### src/send_error_consts.vh
// Constants for the send-side error reporter: event codes, characters, timing.
// Assumes nothing; definitions only.
`ifndef SEND_ERROR_CONSTS_VH
`define SEND_ERROR_CONSTS_VH
`define EV_CLASS_SEND 8'h07
`define EV_FIRST_REPEAT 8'h01
`define EV_SETUP_ERROR 8'h02
`define EV_ACK_TIMEOUT 8'h03
`define EV_PARTNER_ABORT 8'h04
`define EV_NAK_SENDING 8'h05
`define EV_END_ERROR 8'h06
`define EV_END_TIMEOUT 8'h07
`define EV_FLOW_TIMEOUT 8'h08
`define EV_SETUP_EXCEEDED 8'h09
`define EV_XFER_EXCEEDED 8'h0A
`define EV_CONFLICT_HIGH 8'h0B
`define EV_CONFLICT_LOW 8'h0C
`define EV_NONE 8'h00
`define CH_STX 8'h02
`define CH_ETX 8'h03
`define CH_DLE 8'h10
`define CH_NAK 8'h15
`define CLK_MHZ 50
`define ACK_DELAY_US 2000
`define FLOW_WAIT_US 20000
`define US_PER_MS_TICK 1
`define ATTEMPTS_SETUP 6
`define ATTEMPTS_XFER 6
`endif

### src/wait_timer.v
// Down-counting timeout timer with restart and expiry pulse.
// Assumes a single clock; start reloads, stop halts.
`timescale 1ns/1ps
`default_nettype none
module wait_timer #(
  parameter WIDTH = 24
) (
  // Clock and reset
  input wire clock_in,
  input wire rst_in,
  // Control
  input wire start_in,
  input wire stop_in,
  input wire [WIDTH-1:0] load_in,
  // Status
  output reg expired_out
);
  reg [WIDTH-1:0] count;
  reg running;
  always @(posedge clock_in or posedge rst_in) begin
    if (rst_in) begin
      count <= {WIDTH{1'b0}};
      running <= 1'b0;
      expired_out <= 1'b0;
    end else begin
      expired_out <= 1'b0;
      if (start_in) begin
        count <= load_in;
        running <= 1'b1;
      end else if (stop_in) begin
        running <= 1'b0;
      end else if (running) begin
        if (count == {WIDTH{1'b0}}) begin
          running <= 1'b0;
          expired_out <= 1'b1;
        end else begin
          count <= count - {{(WIDTH-1){1'b0}}, 1'b1};
        end
      end
    end
  end
endmodule
`default_nettype wire

### src/serial_send_error_reporter.v
// Send-side error detection and event reporting for a framed serial link.
// Assumes the transmitter and receiver of the link sit on clock_in and give
// one-cycle strobes; only pin-level inputs (CTS) are synchronised here.
// Operation
// - Every send failure reports event class seven.
// - On fault or NAK, request repeat and report informational first repeat.
// - When repeats run out, report the first error seen in the transfer.
// - After STX, NAK or foreign character flags setup error.
// - Partner must answer STX within acknowledgment delay, else timeout.
// - Characters received during sending mean termination by partner.
// - NAK received while sending a frame reports its own event.
// - At end, NAK or non-DLE answer reports end-of-connection error.
// - DLE arriving before release completes also reports end error.
// - Partner must answer DLE ETX within acknowledgment delay, else timeout.
// - ASCII mode flow wait for XON or CTS expiring reports error.
// - Exceeding permitted setup attempts reports setup failure.
// - Exceeding permitted transfer attempts reports transfer failure.
// - Simultaneous start with both high priority reports conflict.
// - Simultaneous start with both low priority reports own conflict.
`include "send_error_consts.vh"
`timescale 1ns/1ps
`default_nettype none
module serial_send_error_reporter #(
  parameter ACK_CYCLES = `ACK_DELAY_US * `CLK_MHZ,
  parameter FLOW_CYCLES = `FLOW_WAIT_US * `CLK_MHZ,
  parameter SETUP_TRIES = `ATTEMPTS_SETUP,
  parameter XFER_TRIES = `ATTEMPTS_XFER
) (
  // Clock and reset
  input wire clock_in,
  input wire rst_in,
  // Mode and configuration
  input wire ascii_mode_in,
  input wire high_prio_in,
  // Transmit sequencer strobes
  input wire send_req_in,
  input wire stx_sent_in,
  input wire data_start_in,
  input wire data_fault_in,
  input wire release_start_in,
  input wire release_done_in,
  // Received characters from partner
  input wire rx_valid_in,
  input wire [7:0] rx_char_in,
  // ASCII flow control
  input wire xon_in,
  input wire cts_pin_in,
  input wire flow_wait_in,
  // Results
  output reg repeat_out,
  output reg done_out,
  output reg fail_out,
  output reg event_valid_out,
  output reg [15:0] event_word_out
);
  localparam S_IDLE = 6'h01;
  localparam S_SETUP = 6'h02;
  localparam S_DATA = 6'h04;
  localparam S_REL = 6'h08;
  localparam S_END = 6'h10;
  localparam S_FLOW = 6'h20;
  localparam TW = 24;
  localparam [TW-1:0] ACK_LOAD = ACK_CYCLES;
  localparam [TW-1:0] FLOW_LOAD = FLOW_CYCLES;
  localparam [3:0] SETUP_MAX = SETUP_TRIES;
  localparam [3:0] XFER_MAX = XFER_TRIES;

  reg [5:0] state;
  reg [5:0] next_state;
  reg [3:0] setup_count;
  reg [3:0] xfer_count;
  reg [7:0] first_err;
  reg repeated;
  reg cts_meta;
  reg cts_sync;
  reg ack_start;
  reg flow_start;
  reg stop_timers;
  reg [7:0] next_err;
  reg err_hit;
  reg setup_phase;
  wire ack_expired;
  wire flow_expired;
  wire flow_ok;
  wire [7:0] first_cause;
  reg [7:0] pend_limit;

  // CTS comes straight from a pin
  always @(posedge clock_in or posedge rst_in) begin
    if (rst_in) begin
      cts_meta <= 1'b0;
      cts_sync <= 1'b0;
    end else begin
      cts_meta <= cts_pin_in;
      cts_sync <= cts_meta;
    end
  end
  assign flow_ok = xon_in | cts_sync;
  // A job that fails on its only attempt has no stored cause yet
  assign first_cause = (first_err == `EV_NONE) ? next_err : first_err;

  wait_timer #(.WIDTH(TW)) ack_timer (
    .clock_in(clock_in),
    .rst_in(rst_in),
    .start_in(ack_start),
    .stop_in(stop_timers),
    .load_in(ACK_LOAD),
    .expired_out(ack_expired)
  );
  wait_timer #(.WIDTH(TW)) flow_timer (
    .clock_in(clock_in),
    .rst_in(rst_in),
    .start_in(flow_start),
    .stop_in(stop_timers),
    .load_in(FLOW_LOAD),
    .expired_out(flow_expired)
  );

  // Error classification per state
  always @* begin
    next_state = state;
    next_err = `EV_NONE;
    err_hit = 1'b0;
    setup_phase = 1'b0;
    ack_start = 1'b0;
    flow_start = 1'b0;
    stop_timers = 1'b0;
    case (state)
      S_IDLE: begin
        if (send_req_in && ascii_mode_in) begin
          next_state = S_FLOW;
          flow_start = 1'b1;
        end else if (stx_sent_in) begin
          next_state = S_SETUP;
          ack_start = 1'b1;
        end
      end
      S_FLOW: begin
        if (flow_expired) begin
          next_err = `EV_FLOW_TIMEOUT;
          err_hit = 1'b1;
        end else if (flow_ok || !flow_wait_in) begin
          stop_timers = 1'b1;
          next_state = S_IDLE;
        end
      end
      S_SETUP: begin
        setup_phase = 1'b1;
        if (rx_valid_in) begin
          stop_timers = 1'b1;
          if (rx_char_in == `CH_DLE) begin
            next_state = S_DATA;
          end else if (rx_char_in == `CH_STX) begin
            // Both stations started: priority decides
            if (high_prio_in) begin
              next_err = `EV_CONFLICT_HIGH;
            end else begin
              next_err = `EV_CONFLICT_LOW;
            end
            err_hit = 1'b1;
          end else begin
            next_err = `EV_SETUP_ERROR;
            err_hit = 1'b1;
          end
        end else if (ack_expired) begin
          next_err = `EV_ACK_TIMEOUT;
          err_hit = 1'b1;
        end
      end
      S_DATA: begin
        if (rx_valid_in) begin
          if (rx_char_in == `CH_NAK) begin
            next_err = `EV_NAK_SENDING;
          end else if (rx_char_in == `CH_DLE) begin
            next_err = `EV_END_ERROR;
          end else begin
            next_err = `EV_PARTNER_ABORT;
          end
          err_hit = 1'b1;
        end else if (data_fault_in) begin
          next_err = `EV_PARTNER_ABORT;
          err_hit = 1'b1;
        end else if (release_start_in) begin
          next_state = S_REL;
        end
      end
      S_REL: begin
        if (rx_valid_in) begin
          next_err = `EV_END_ERROR;
          err_hit = 1'b1;
        end else if (release_done_in) begin
          next_state = S_END;
          ack_start = 1'b1;
        end
      end
      S_END: begin
        if (rx_valid_in) begin
          stop_timers = 1'b1;
          if (rx_char_in == `CH_DLE) begin
            next_state = S_IDLE;
          end else begin
            next_err = `EV_END_ERROR;
            err_hit = 1'b1;
          end
        end else if (ack_expired) begin
          next_err = `EV_END_TIMEOUT;
          err_hit = 1'b1;
        end
      end
      default: begin
        next_state = S_IDLE;
      end
    endcase
  end

  always @(posedge clock_in or posedge rst_in) begin
    if (rst_in) begin
      state <= S_IDLE;
      setup_count <= 4'h0;
      xfer_count <= 4'h0;
      first_err <= `EV_NONE;
      repeated <= 1'b0;
      repeat_out <= 1'b0;
      done_out <= 1'b0;
      fail_out <= 1'b0;
      event_valid_out <= 1'b0;
      event_word_out <= 16'h0000;
      pend_limit <= `EV_NONE;
    end else begin
      repeat_out <= 1'b0;
      done_out <= 1'b0;
      fail_out <= 1'b0;
      event_valid_out <= 1'b0;
      state <= next_state;
      pend_limit <= `EV_NONE;
      if (pend_limit != `EV_NONE) begin
        // Limit word trails the first-cause word so the host sees both
        fail_out <= 1'b1;
        event_valid_out <= 1'b1;
        event_word_out <= {`EV_CLASS_SEND, pend_limit};
      end
      if (state == S_IDLE && (send_req_in || stx_sent_in) &&
          next_state != S_FLOW && first_err == `EV_NONE &&
          !repeated) begin
        setup_count <= 4'h0;
        xfer_count <= 4'h0;
      end
      if (state == S_END && next_state == S_IDLE) begin
        done_out <= 1'b1;
        first_err <= `EV_NONE;
        repeated <= 1'b0;
        setup_count <= 4'h0;
        xfer_count <= 4'h0;
      end
      if (err_hit) begin
        state <= S_IDLE;
        event_valid_out <= 1'b1;
        if (state == S_FLOW) begin
          // Flow wait expiry has no repetition
          fail_out <= 1'b1;
          event_word_out <= {`EV_CLASS_SEND, next_err};
        end else if (next_err == `EV_CONFLICT_HIGH ||
                     next_err == `EV_CONFLICT_LOW) begin
          fail_out <= 1'b1;
          first_err <= `EV_NONE;
          repeated <= 1'b0;
          event_word_out <= {`EV_CLASS_SEND, next_err};
        end else if (setup_phase && setup_count + 4'h1 >= SETUP_MAX) begin
          first_err <= `EV_NONE;
          repeated <= 1'b0;
          pend_limit <= `EV_SETUP_EXCEEDED;
          event_word_out <= {`EV_CLASS_SEND, first_cause};
        end else if (!setup_phase && xfer_count + 4'h1 >= XFER_MAX) begin
          first_err <= `EV_NONE;
          repeated <= 1'b0;
          pend_limit <= `EV_XFER_EXCEEDED;
          event_word_out <= {`EV_CLASS_SEND, first_cause};
        end else begin
          // Retry; the failure word later names the first cause
          repeat_out <= 1'b1;
          repeated <= 1'b1;
          if (first_err == `EV_NONE) begin
            first_err <= next_err;
          end
          if (setup_phase) begin
            setup_count <= setup_count + 4'h1;
          end else begin
            xfer_count <= xfer_count + 4'h1;
          end
          if (!repeated) begin
            event_word_out <= {`EV_CLASS_SEND, `EV_FIRST_REPEAT};
          end else begin
            event_valid_out <= 1'b0;
          end
        end
      end
    end
  end
endmodule
`default_nettype wire

### config.mk
export PLATFORM = sky130hd
export DESIGN_NAME = serial_send_error_reporter
export DESIGN_NICKNAME = d
export VERILOG_FILES = /design/src/wait_timer.v /design/src/serial_send_error_reporter.v
export VERILOG_INCLUDE_DIRS = /design/src /design/src/src
export SDC_FILE = /design/constraint.sdc
export NUM_CORES = 1
export LEC_CHECK = 0
export BUFFER_PORTS_ARGS = -buffer_cell sky130_fd_sc_hd__buf_2
export CAP_MARGIN = 40
export CORE_MARGIN = 1.5
export CORE_UTILIZATION = 40
export DETAILED_ROUTE_END_ITERATION = 10
export MAX_ROUTING_LAYER = met4
export SYNTH_ARGS = -nofsm -noshare
export SYNTH_HDL_FRONTEND = slang
export SYNTH_HIERARCHICAL = 1
export SYNTH_SLANG_ARGS = --single-unit
### constraint.sdc
create_clock -name clock_in -period 6.05 [get_ports clock_in]
set_input_delay 0 -clock clock_in [delete_from_list [all_inputs] [get_ports clock_in]]
set_output_delay 0 -clock clock_in [all_outputs]
set_load 0.05 [all_outputs]
After elaboration in Yosys (flattened, before gate mapping)
Index checks and enable logic that the tools add are counted.
Widths: inputs -> output; s select.

storage, ports and cells
  register bits after elaboration = 105
  input port bits = 22
  output and inout port bits = 20

operators by class
  order comparisons = 2
  eq/ne operators = 17
  add/sub/neg operators = 4
  bitwise gates (word level) = 1
  reduce and logical (&&, ||, !) cells = 23
  multiplexer cells = 128

operator list
  operator               number
  $mux 24                8
  $mux 16                7
  $mux 8                 13
  $mux 4                 22
  $mux 6                 14
  $mux 1                 51
  $logic_not 24->1       2
  $sub 24x1->24 const B  2
  $pmux 8 s5             1
  $pmux 6 s6             1
  $eq 8x4->1 const B     2
  $eq 8x5->1 const B     2
  $mux 3                 5
  $eq 6x1->1 const B     2
  $add 4x1->4 const B    2
  $eq 8x2->1 const B     1
  $ge 4x3->1 const B     2
  $logic_and 1x1->1      8
  $logic_not 8->1        1
  $ne 2x2->1 const B     4
  $reduce_bool 8->1      1
  $eq 6x2->1 const B     1
  $eq 6x3->1 const B     1
  $eq 6x4->1 const B     1
  12 further kinds       21

Logic depth before layout (Yosys ltp)
Gate-level depths: netlist of run 1.

  depth after elaboration = 17
  mapped depth = 10
  depth with buffers taken out = 9

Modules after synthesis
Netlist of run 1, hierarchy kept.

by module, submodules not included
  module                      instances  area an instance (sq um)  cells each
  wait_timer                  2          1607.8                    174
  serial_send_error_reporter  1          2502.4                    244

Least setup slack after synthesis of run 1
No wires, ideal clock.

  path type = register to register
  start = register state[1]
  end = register ack_timer.count[15]
  stages on the path, launching flop included = 10
  period minus slack after synthesis = 2449 ps
  slack = 3601 ps
  required time = 5925 ps
  path buffers = 1
  arrival time = 2324 ps
  cell sequence = dfrtp_1 > or4_4 > nor3b_2 > and2_1 > o21bai_1 > nor2b_1 > clkbuf_1 > o211ai_1 > xnor2_1 > mux2_2

between the ends
  cells in the longest elaborated chain, start to end = 5

ends and longest elaborated chain
  item                                             RTL line                          text
  start: declaration                               serial_send_error_reporter.v:68   reg [5:0] state;
  start signal: assignment                         serial_send_error_reporter.v:234  state <= next_state;
  $eq 6x5->1 / $eq 6x2->1 (equally long branches)  serial_send_error_reporter.v:128  case (state)
  $reduce_or 2->1 (no source line)                 -
  $pmux 1 s2 *                                     serial_send_error_reporter.v:128
  named net stop_timers                            serial_send_error_reporter.v:78   reg stop_timers;
  $ne 2x2->1 (no source line) *                    -
  $reduce_and 3->1 (no source line) *              -
  end signal: assignment                           wait_timer.v:22                   count <= {WIDTH{1'b0}};
  end signal: assignment                           wait_timer.v:28                   count <= load_in;
  end signal: assignment                           wait_timer.v:37                   count <= count - {{(WIDTH-1){1'b0}}, 1'b1};
  end: declaration                                 wait_timer.v:18                   reg [WIDTH-1:0] count;

Mark *: on every way through the listed nets, which the timed path passes. The rest lies on a longest branch.
A chain may end at the register's enable or synchronous reset.

Worst setup path after layout of run 1
  start = register state[1]
  end = register ack_timer.count[5]

The elaborated chain is that of the path after synthesis.

==> metrics.yaml, run 1 <==
synthesis:
  yosysTopAreaCellShare_pct: 43.3
  syn_area_mm2: 0.00572
  synth_enable_flop_cells: 0
  syn_avg_cell_area_um2: 9.66
  synth_cells: 592
  synth.cells.most_frequent: "99 x dfrtp_1, 49 x nand2_1, 49 x nor2_1, 27 x o21ai_0, 19 x nor4_1"
  synth_flop_cell: "dfrtp_1"
  async_flop_share_pct: 100
  ys_types: 78
  ys_top_cells_by_area: "dfrtp_1 43%, nand2_1 3.2%, nor2_1 3.2%"
  yosysMostFrequentCell: "dfrtp_1"
  ys_seq_area_share_pct: 43.8
  yosysTopAreaCell: "dfrtp_1"
  synth-seq-cells: 100
  ys_warn_count: 6
clocking:
  cts_tree: "built"
  clock_latency_ps: 350
  clockBufferDepth: 2
  cts_buffers: 9
  clkTransAtPathRegs_ps: 70
  cts-root-buf: "clkbuf_16"
  htreeDepth: 3
  cts_setup_buffers: 0
  clkSinkCount: 100
  cts.repair.resized: 0
global_routing:
  gr-total-overflow: 0
  grt_usage_pct: 18.8
  grt_max_degree: 37
  antenna_found_initial: 0
  first_global_vias: 4547
  grt_pass1_wl_um: 21700
sta:
  fin_worst_skew_ps: 9.58
  timing.slew.headroom_pct: 40.0
  max_freq_ghz: 0.328
  finalWorstSetupSlack_ps: 3010
  slew_viol_final: 0
  setup_violations: 0
  worstMarginPinSlew_ps: 888
  finalHoldViolations: 0
  period_share_pct: 50.3
  rsz0062_at_grt: "no"
  fin_tns_setup_ps: 0
  min_period_ps: 3040
floorplan:
  core_area_mm2: 0.0139
  die_y_um: 123
  rows: 43
  ioPinCount: 42
  die-area_mm2: 0.0150
  die_w_um: 123
  start_util_pct: 41.0
finish:
  fin_cells: 864
  finalInstanceArea_mm2: 0.00667
  post-route-util_pct: 47.8
  fin_nets: 709
  insertedDiodeCount: 0
  drive_above_1_share_pct: 15.9
  area_growth_pct: 16.6
setup_path:
  r2r_setup_slack_ps: 3010
  worst_ep_arrival_time_ps: 3280
  critical_path_class: "flop to flop"
  startpoint: "state[1]"
  r2r_cells: 9
  r2r-start: "state[1]"
  r2r-end: "ack_timer/count[5]"
  cp_max_fo: 18
  cp-end-kind: "flop"
  required_ps: 6280
  endpoint: "ack_timer/count[5]"
  worst_setup_path_start_kind: "flop"
place:
  post-dp-hpwl_um: 9420
  post-place-cells: 841
  routabilityCongestion: 0.911
  placed_area_mm2: 0.00630
  dp_slack_ps: 2990
  portBuffers: 40
drt:
  drt-total-wl_um: 12800
  dr_total_vias: 4737
  drt_iter0_drc: 297
  avgRoutedWirePerCell_um: 14.8
  drt-vias-per-instance: 5.48
  drc: 0
  ant_nets: 0
  first_pass_iters: 5
hold_path:
  hp-class: "primary input to flop"
  hold_start: "high_prio_in"
  hold_depth: 3
power:
  power.leakage_nw: 2.73
  ir_drop_v: 0.000180
  p_per_area_mw_per_mm2: 382
job:
  maxCapViolCount: 0
run_status:
  status: "complete, no violations"
stage by stage:
stage	hold slack, ps	power [W]
6_report	30.8	0.00255
5_1_grt	34.3	0.00273
4_1_cts	12.8	0.00257
3_5_place_dp	12.1	0.00197
3_3_place_gp	108	0.00192
2_1_floorplan	31.4	0.00175
final cells by class:
cell class	instances	area, µm²
fillers	1286	7270
multi-input cells	495	3200
flip-flops and latches	100	2500
repair buffers	54	375
clock buffers	10	239
well taps	180	225
inverters	19	71.3
clock inverters	6	52.6
critical path: stages, from the launching register on:
cell	delay [ps]
dfrtp_1	450
or4_4	580
nor3b_2	390
and2_1	210
o21bai_1	210
nor2b_1	250
buf_4	230
o21ai_4	190
nor3_1	90
a221o_1	310
how the worst min path moves through the flow:
stage,end,slack [ps]
4_1_cts,event_word_out[0],10
3_3_place_gp,cts_meta,110
6_report,event_word_out[0],30
3_5_place_dp,event_word_out[9],10
5_1_grt,event_word_out[0],30
2_1_floorplan,cts_meta,30
cell usage in the layout (no fill, tap or decap), types with 5 or more instances in the layout:
cell type | synthesis | final
buf_2 | 3 | 40
dfrtp_1 | 99 | 99
nor3b_1 | 5 | 5
and2_1 | 16 | 16
o211ai_1 | 13 | 13
nor2_1 | 49 | 49
nor3_1 | 11 | 11
a22o_1 | 5 | 5
nand2b_1 | 13 | 13
dlygate4sd3_1 | 0 | 7
nor2b_1 | 7 | 7
nor4_1 | 19 | 19
o31ai_1 | 7 | 7
or3_1 | 10 | 10
conb_1 | 2 | 48
mux2_2 | 9 | 9
o21ai_0 | 27 | 27
or4_4 | 5 | 5
nand2_1 | 49 | 49
xnor2_1 | 18 | 18
ha_1 | 8 | 8
clkbuf_16 | 0 | 9
a31oi_1 | 13 | 13
or4_1 | 13 | 13
xor2_1 | 15 | 15
o2111ai_1 | 12 | 12
or2_2 | 7 | 7
nand3_1 | 15 | 15
a21oi_1 | 16 | 16
inv_1 | 18 | 17
where the power goes:
| group | leakage [nW] | internal, W | total (W) | switching, W |
|---|---|---|---|---|
| Combinational | 1.34 | 0.000382 | 0.000900 | 0.000519 |
| Clock | 0.144 | 0.000298 | 0.000574 | 0.000276 |
| Sequential | 1.25 | 0.000865 | 0.00107 | 0.000206 |
logic make-up after synthesis:
family / after synthesis / synth area share, %
flops: 100 / 43.8
simple gates: 249 / 24.9
mux: 10 / 1.95
other cells: 2 / 0.131
compound gates: 147 / 19.2
buf+inv: 43 / 3.28
xor+xnor: 33 / 5.05
fa+ha+maj: 8 / 1.75
flip-flops by register name (all words and copies together), names as in the netlist:
register,flops
cts_sync,1
flow_timer/count,24
flow_timer/running,1
fail_out,1
cts_meta,1
pend_limit,3
event_valid_out,1
setup_count,4
ack_timer/running,1
first_err,8
xfer_count,4
repeat_out,1
event_word_out,16
flow_timer/expired_out,1
done_out,1
repeated,1
state,6
ack_timer/count,24
ack_timer/expired_out,1
routing by layer:
| layer | global-route usage [%] | wire [µm] |
|---|---|---|
| met1 | 23.3 | 5840 |
| met2 | 31.0 | 6210 |
| met3 | 3.30 | 522 |
| met4 | 6.90 | 233 |
| met5 | - | 0 |
timing repair:
action,CTS,global route
hold buffers,7,0
hold endpoints to repair,75,0
setup endpoints to repair,0,0
(Power assumes the default switching activity.)
==> run 2: changes to the inputs <==
--- a/config.mk
+++ b/config.mk
@@ -6,6 +6,7 @@
 export SDC_FILE = /design/constraint.sdc
 export NUM_CORES = 1
 export LEC_CHECK = 0
+export ABC_AREA = 1
 export BUFFER_PORTS_ARGS = -buffer_cell sky130_fd_sc_hd__buf_2
 export CAP_MARGIN = 40
 export CORE_MARGIN = 1.5
==> constraint.sdc (replaced) <==
create_clock -name clock_in -period 2.48 [get_ports clock_in]
set_input_delay 0 -clock clock_in [delete_from_list [all_inputs] [get_ports clock_in]]
set_output_delay 0 -clock clock_in [all_outputs]
set_load 0.05 [all_outputs]
==> run 2 against run 1 <==
Effect of this change:
- maximum frequency rose by 39%
- combinational power rose to 4.0 times the previous value
- via count rose by 25%
- core utilization fell by 0.47 points
- die area rose by 14%
- synthesized cell count rose by 57%
- global-route usage rose by 1.1 points
- synthesized area rose by 14%
- final cell count rose by 45%
- hold slack got worse by 15 ps
- critical path depth rose by 3
==> metrics.yaml, run 2 <==
run_status:
  status: "complete, no violations"
finish:
  fin_nets: 1062  # +50%
  seqCellArea_mm2: 0.00250  # unchanged
  finalInstanceArea_mm2: 0.00752  # +13%
  insertedDiodeCount: 0  # unchanged
  final_common_cell: "nand2_1"
  final_cell_mix: "308 x nand2_1, 132 x nand3_1, 99 x dfrtp_1, 96 x inv_1, 91 x nor2_1"
  drive_above_1_share_pct: 13.4  # -2.5 points
  post-route-util_pct: 47.4  # -0.47 points
  fillers: 1656  # +29%
  top_regs: "ack_timer/count (24), flow_timer/count (24), event_word_out (16)"
  area_growth_pct: 15.5
  multi_input_area_mm2: 0.00366  # +14%
global_routing:
  gr-total-overflow: 0  # unchanged
  antenna_found_initial: 0  # unchanged
  grt_pass1_wl_um: 26200  # +20%
  grt_max_degree: 34  # -8.1%
  first_global_vias: 5468  # +20%
  grt_usage_pct: 19.9  # +1.1 points
drt:
  drt_iter0_drc: 346  # +16%
  dr_total_vias: 5910  # +25%
  ant_nets: 0  # unchanged
  drt-vias-per-instance: 4.72  # -14%
  drt-total-wl_um: 15500  # +21%
  first_pass_iters: 5  # unchanged
  drc: 0  # unchanged
  avgRoutedWirePerCell_um: 12.4  # -17%
synthesis:
  yosysTopAreaCellShare_pct: 38.0  # -5.3 points
  syn_avg_cell_area_um2: 6.99  # -28%
  synth_enable_flop_cells: 0  # unchanged
  syn_area_mm2: 0.00651  # +14%
  synth.cells.most_frequent: "308 x nand2_1, 132 x nand3_1, 99 x dfrtp_1, 97 x inv_1, 92 x nor2_1"
  synth_cells: 932  # +57%
  synth_flop_cell: "dfrtp_1"
  async_flop_share_pct: 100  # unchanged
  ys_types: 48  # -38%
  synth-seq-cells: 100  # unchanged
  ys_seq_area_share_pct: 38.4  # -5.3 points
  ys_top_cells_by_area: "dfrtp_1 38%, nand2_1 18%, nand3_1 10%"
  yosysMostFrequentCell: "nand2_1"
  yosysTopAreaCell: "dfrtp_1"
  ys_warn_count: 6  # unchanged
sta:
  fin_tns_setup_ps: 0  # unchanged
  period_share_pct: 88.6  # +38 points
  timing.slew.headroom_pct: 62.6  # +23 points
  fin_worst_skew_ps: 9.04  # -0.532 ps
  fin_hold_ws_ps: 15.9  # -14.9 ps
  slew_viol_final: 0  # unchanged
  worstMarginPinSlew_ps: 561  # -327 ps
  rsz0062_at_grt: "no"
  max_freq_ghz: 0.455  # +39%
  finalHoldViolations: 0  # unchanged
  min_period_ps: 2200  # -848 ps
  setup_violations: 0  # unchanged
power:
  p_sw_w: 0.00356  # +260%
  ir_drop_v: 0.000366  # +100%
  power_frac_comb_pct: 47.2  # +12 points
  sw_frac_of_total_pct: 47.2  # +7.9 points
  power.share.sequential_pct: 34.2  # -7.9 points
  p_per_area_mw_per_mm2: 1000  # +160%
  power.leakage_nw: 4.05  # +48%
  clock_power_share_pct: 18.5  # -4.1 points
  p_int_w: 0.00398  # +160%
hold_path:
  hold_depth: 4  # +1
  hp-class: "primary input to flop"
setup_path:
  worst_setup_path_start_kind: "flop"
  cp_max_fo: 7  # -11
  cp-end-kind: "flop"
  r2r_cells: 12  # +3
  worst_ep_arrival_time_ps: 2440  # -840 ps
  required_ps: 2720  # -3560 ps
  critical_path_class: "flop to flop"
place:
  post-dp-hpwl_um: 11400  # +21%
  portBuffers: 40  # unchanged
  placed_area_mm2: 0.00718  # +14%
  routabilityCongestion: 0.852  # -6.5%
floorplan:
  rows: 46  # +7.0%
  start_util_pct: 41.0  # about the same
  die_y_um: 131  # +6.6%
  die_w_um: 131  # +6.6%
  core_area_mm2: 0.0159  # +14%
  die-area_mm2: 0.0171  # +14%
  ioPinCount: 42  # unchanged
clocking:
  cts_tree: "built"
  htreeDepth: 3  # unchanged
  clkTransAtPathRegs_ps: 80  # about the same
  cts_buffers: 9  # unchanged
  clock_latency_ps: 350  # about the same
  clockBufferDepth: 2  # unchanged
  clkSinkCount: 100  # unchanged
  cts_setup_buffers: 0  # unchanged
  cts-root-buf: "clkbuf_16"
job:
  maxCapViolCount: 0  # unchanged
-- run 2: changes by cell type after synthesis, sizes merged, moves of 12 or more --
cell | before | now
a31oi | 13 | 1
nand2b | 13 | 0
nor2 | 49 | 116
and2 | 16 | 0
o211ai | 15 | 1
nand2 | 49 | 323
nand3 | 15 | 134
nor4 | 20 | 4
xnor2 | 18 | 3
or4 | 18 | 0
inv | 19 | 105
nand4 | 4 | 26
-- run 2: worst max-delay path: stages, from the launching register on --
cell and delay (ps):
dfrtp_1 430, ha_1 310, inv_1 40, o21a_1 160, nor2_1 230, nand2_1 130
nand2_2 150, nand2_1 130, nand2_4 80, nand2_1 50, inv_1 60, nand2_1 80
or2_1 220
-- run 2: path summary, 6_finish.rpt --
path	from	end	slack, ps
worst max register to register	setup_count[0]	event_word_out[9]	280
min in group asynchronous	rst_in	event_word_out[2]	220
worst min-delay path	ascii_mode_in	state[0]	20
worst max-delay path	setup_count[0]	event_word_out[9]	280
worst min register to register	cts_meta	cts_sync	350
max in group asynchronous	rst_in	setup_count[0]	1760
-- run 2: what timing repair did --
action,in CTS,in global routing
endpoints found under the setup margin,0,1
hold endpoints to repair,84,0
gates resized for setup,0,2
hold buffers,5,0
-- run 2: cell families after synthesis --
family	count (synthesis)	share of synthesized area, %
buf+inv	126	8.09
other cells	2	0.115
compound gates	51	4.98
flops	100	38.4
xor+xnor	18	2.42
fa+ha+maj	8	1.54
mux	1	0.154
simple gates	626	44.3
-- run 2: layout make-up --
cell class | instances | share of cell area (%)
Inverter | 106 | 5.32
Clock inverter | 7 | 0.865
Tap cell | 216 | 3.59
Multi-Input combinational cell | 752 | 48.7
Clock buffer | 9 | 2.99
Sequential cell | 100 | 33.3
Timing Repair Buffer | 63 | 5.29
-- run 2: metal layers --
layer  global-route usage [%]  share of wire [%]
met1                     25.1                 48
met2                     33.0                 48
met3                     2.97                2.8
met4                     6.40                1.5
met5                        -                  0
-- run 2: power groups by stage --
stage	logic, W	registers, W	clock network, W
floorplan	0.00289	0.00252	0
global placement	0.00354	0.00261	0
detailed placement	0.00358	0.00261	0
CTS	0.00360	0.00259	0.00146
global route	0.00412	0.00266	0.00151
finish	0.00357	0.00258	0.00140
-- run 2: through the flow --
step	power [W]	setup slack, ps	cells
detailed placement	0.00619	262	1232
global placement	0.00615	316	1231
global route	0.00829	114	1253
CTS	0.00764	246	1253
floorplan	0.00541	360	978
finish	0.00755	283	1253
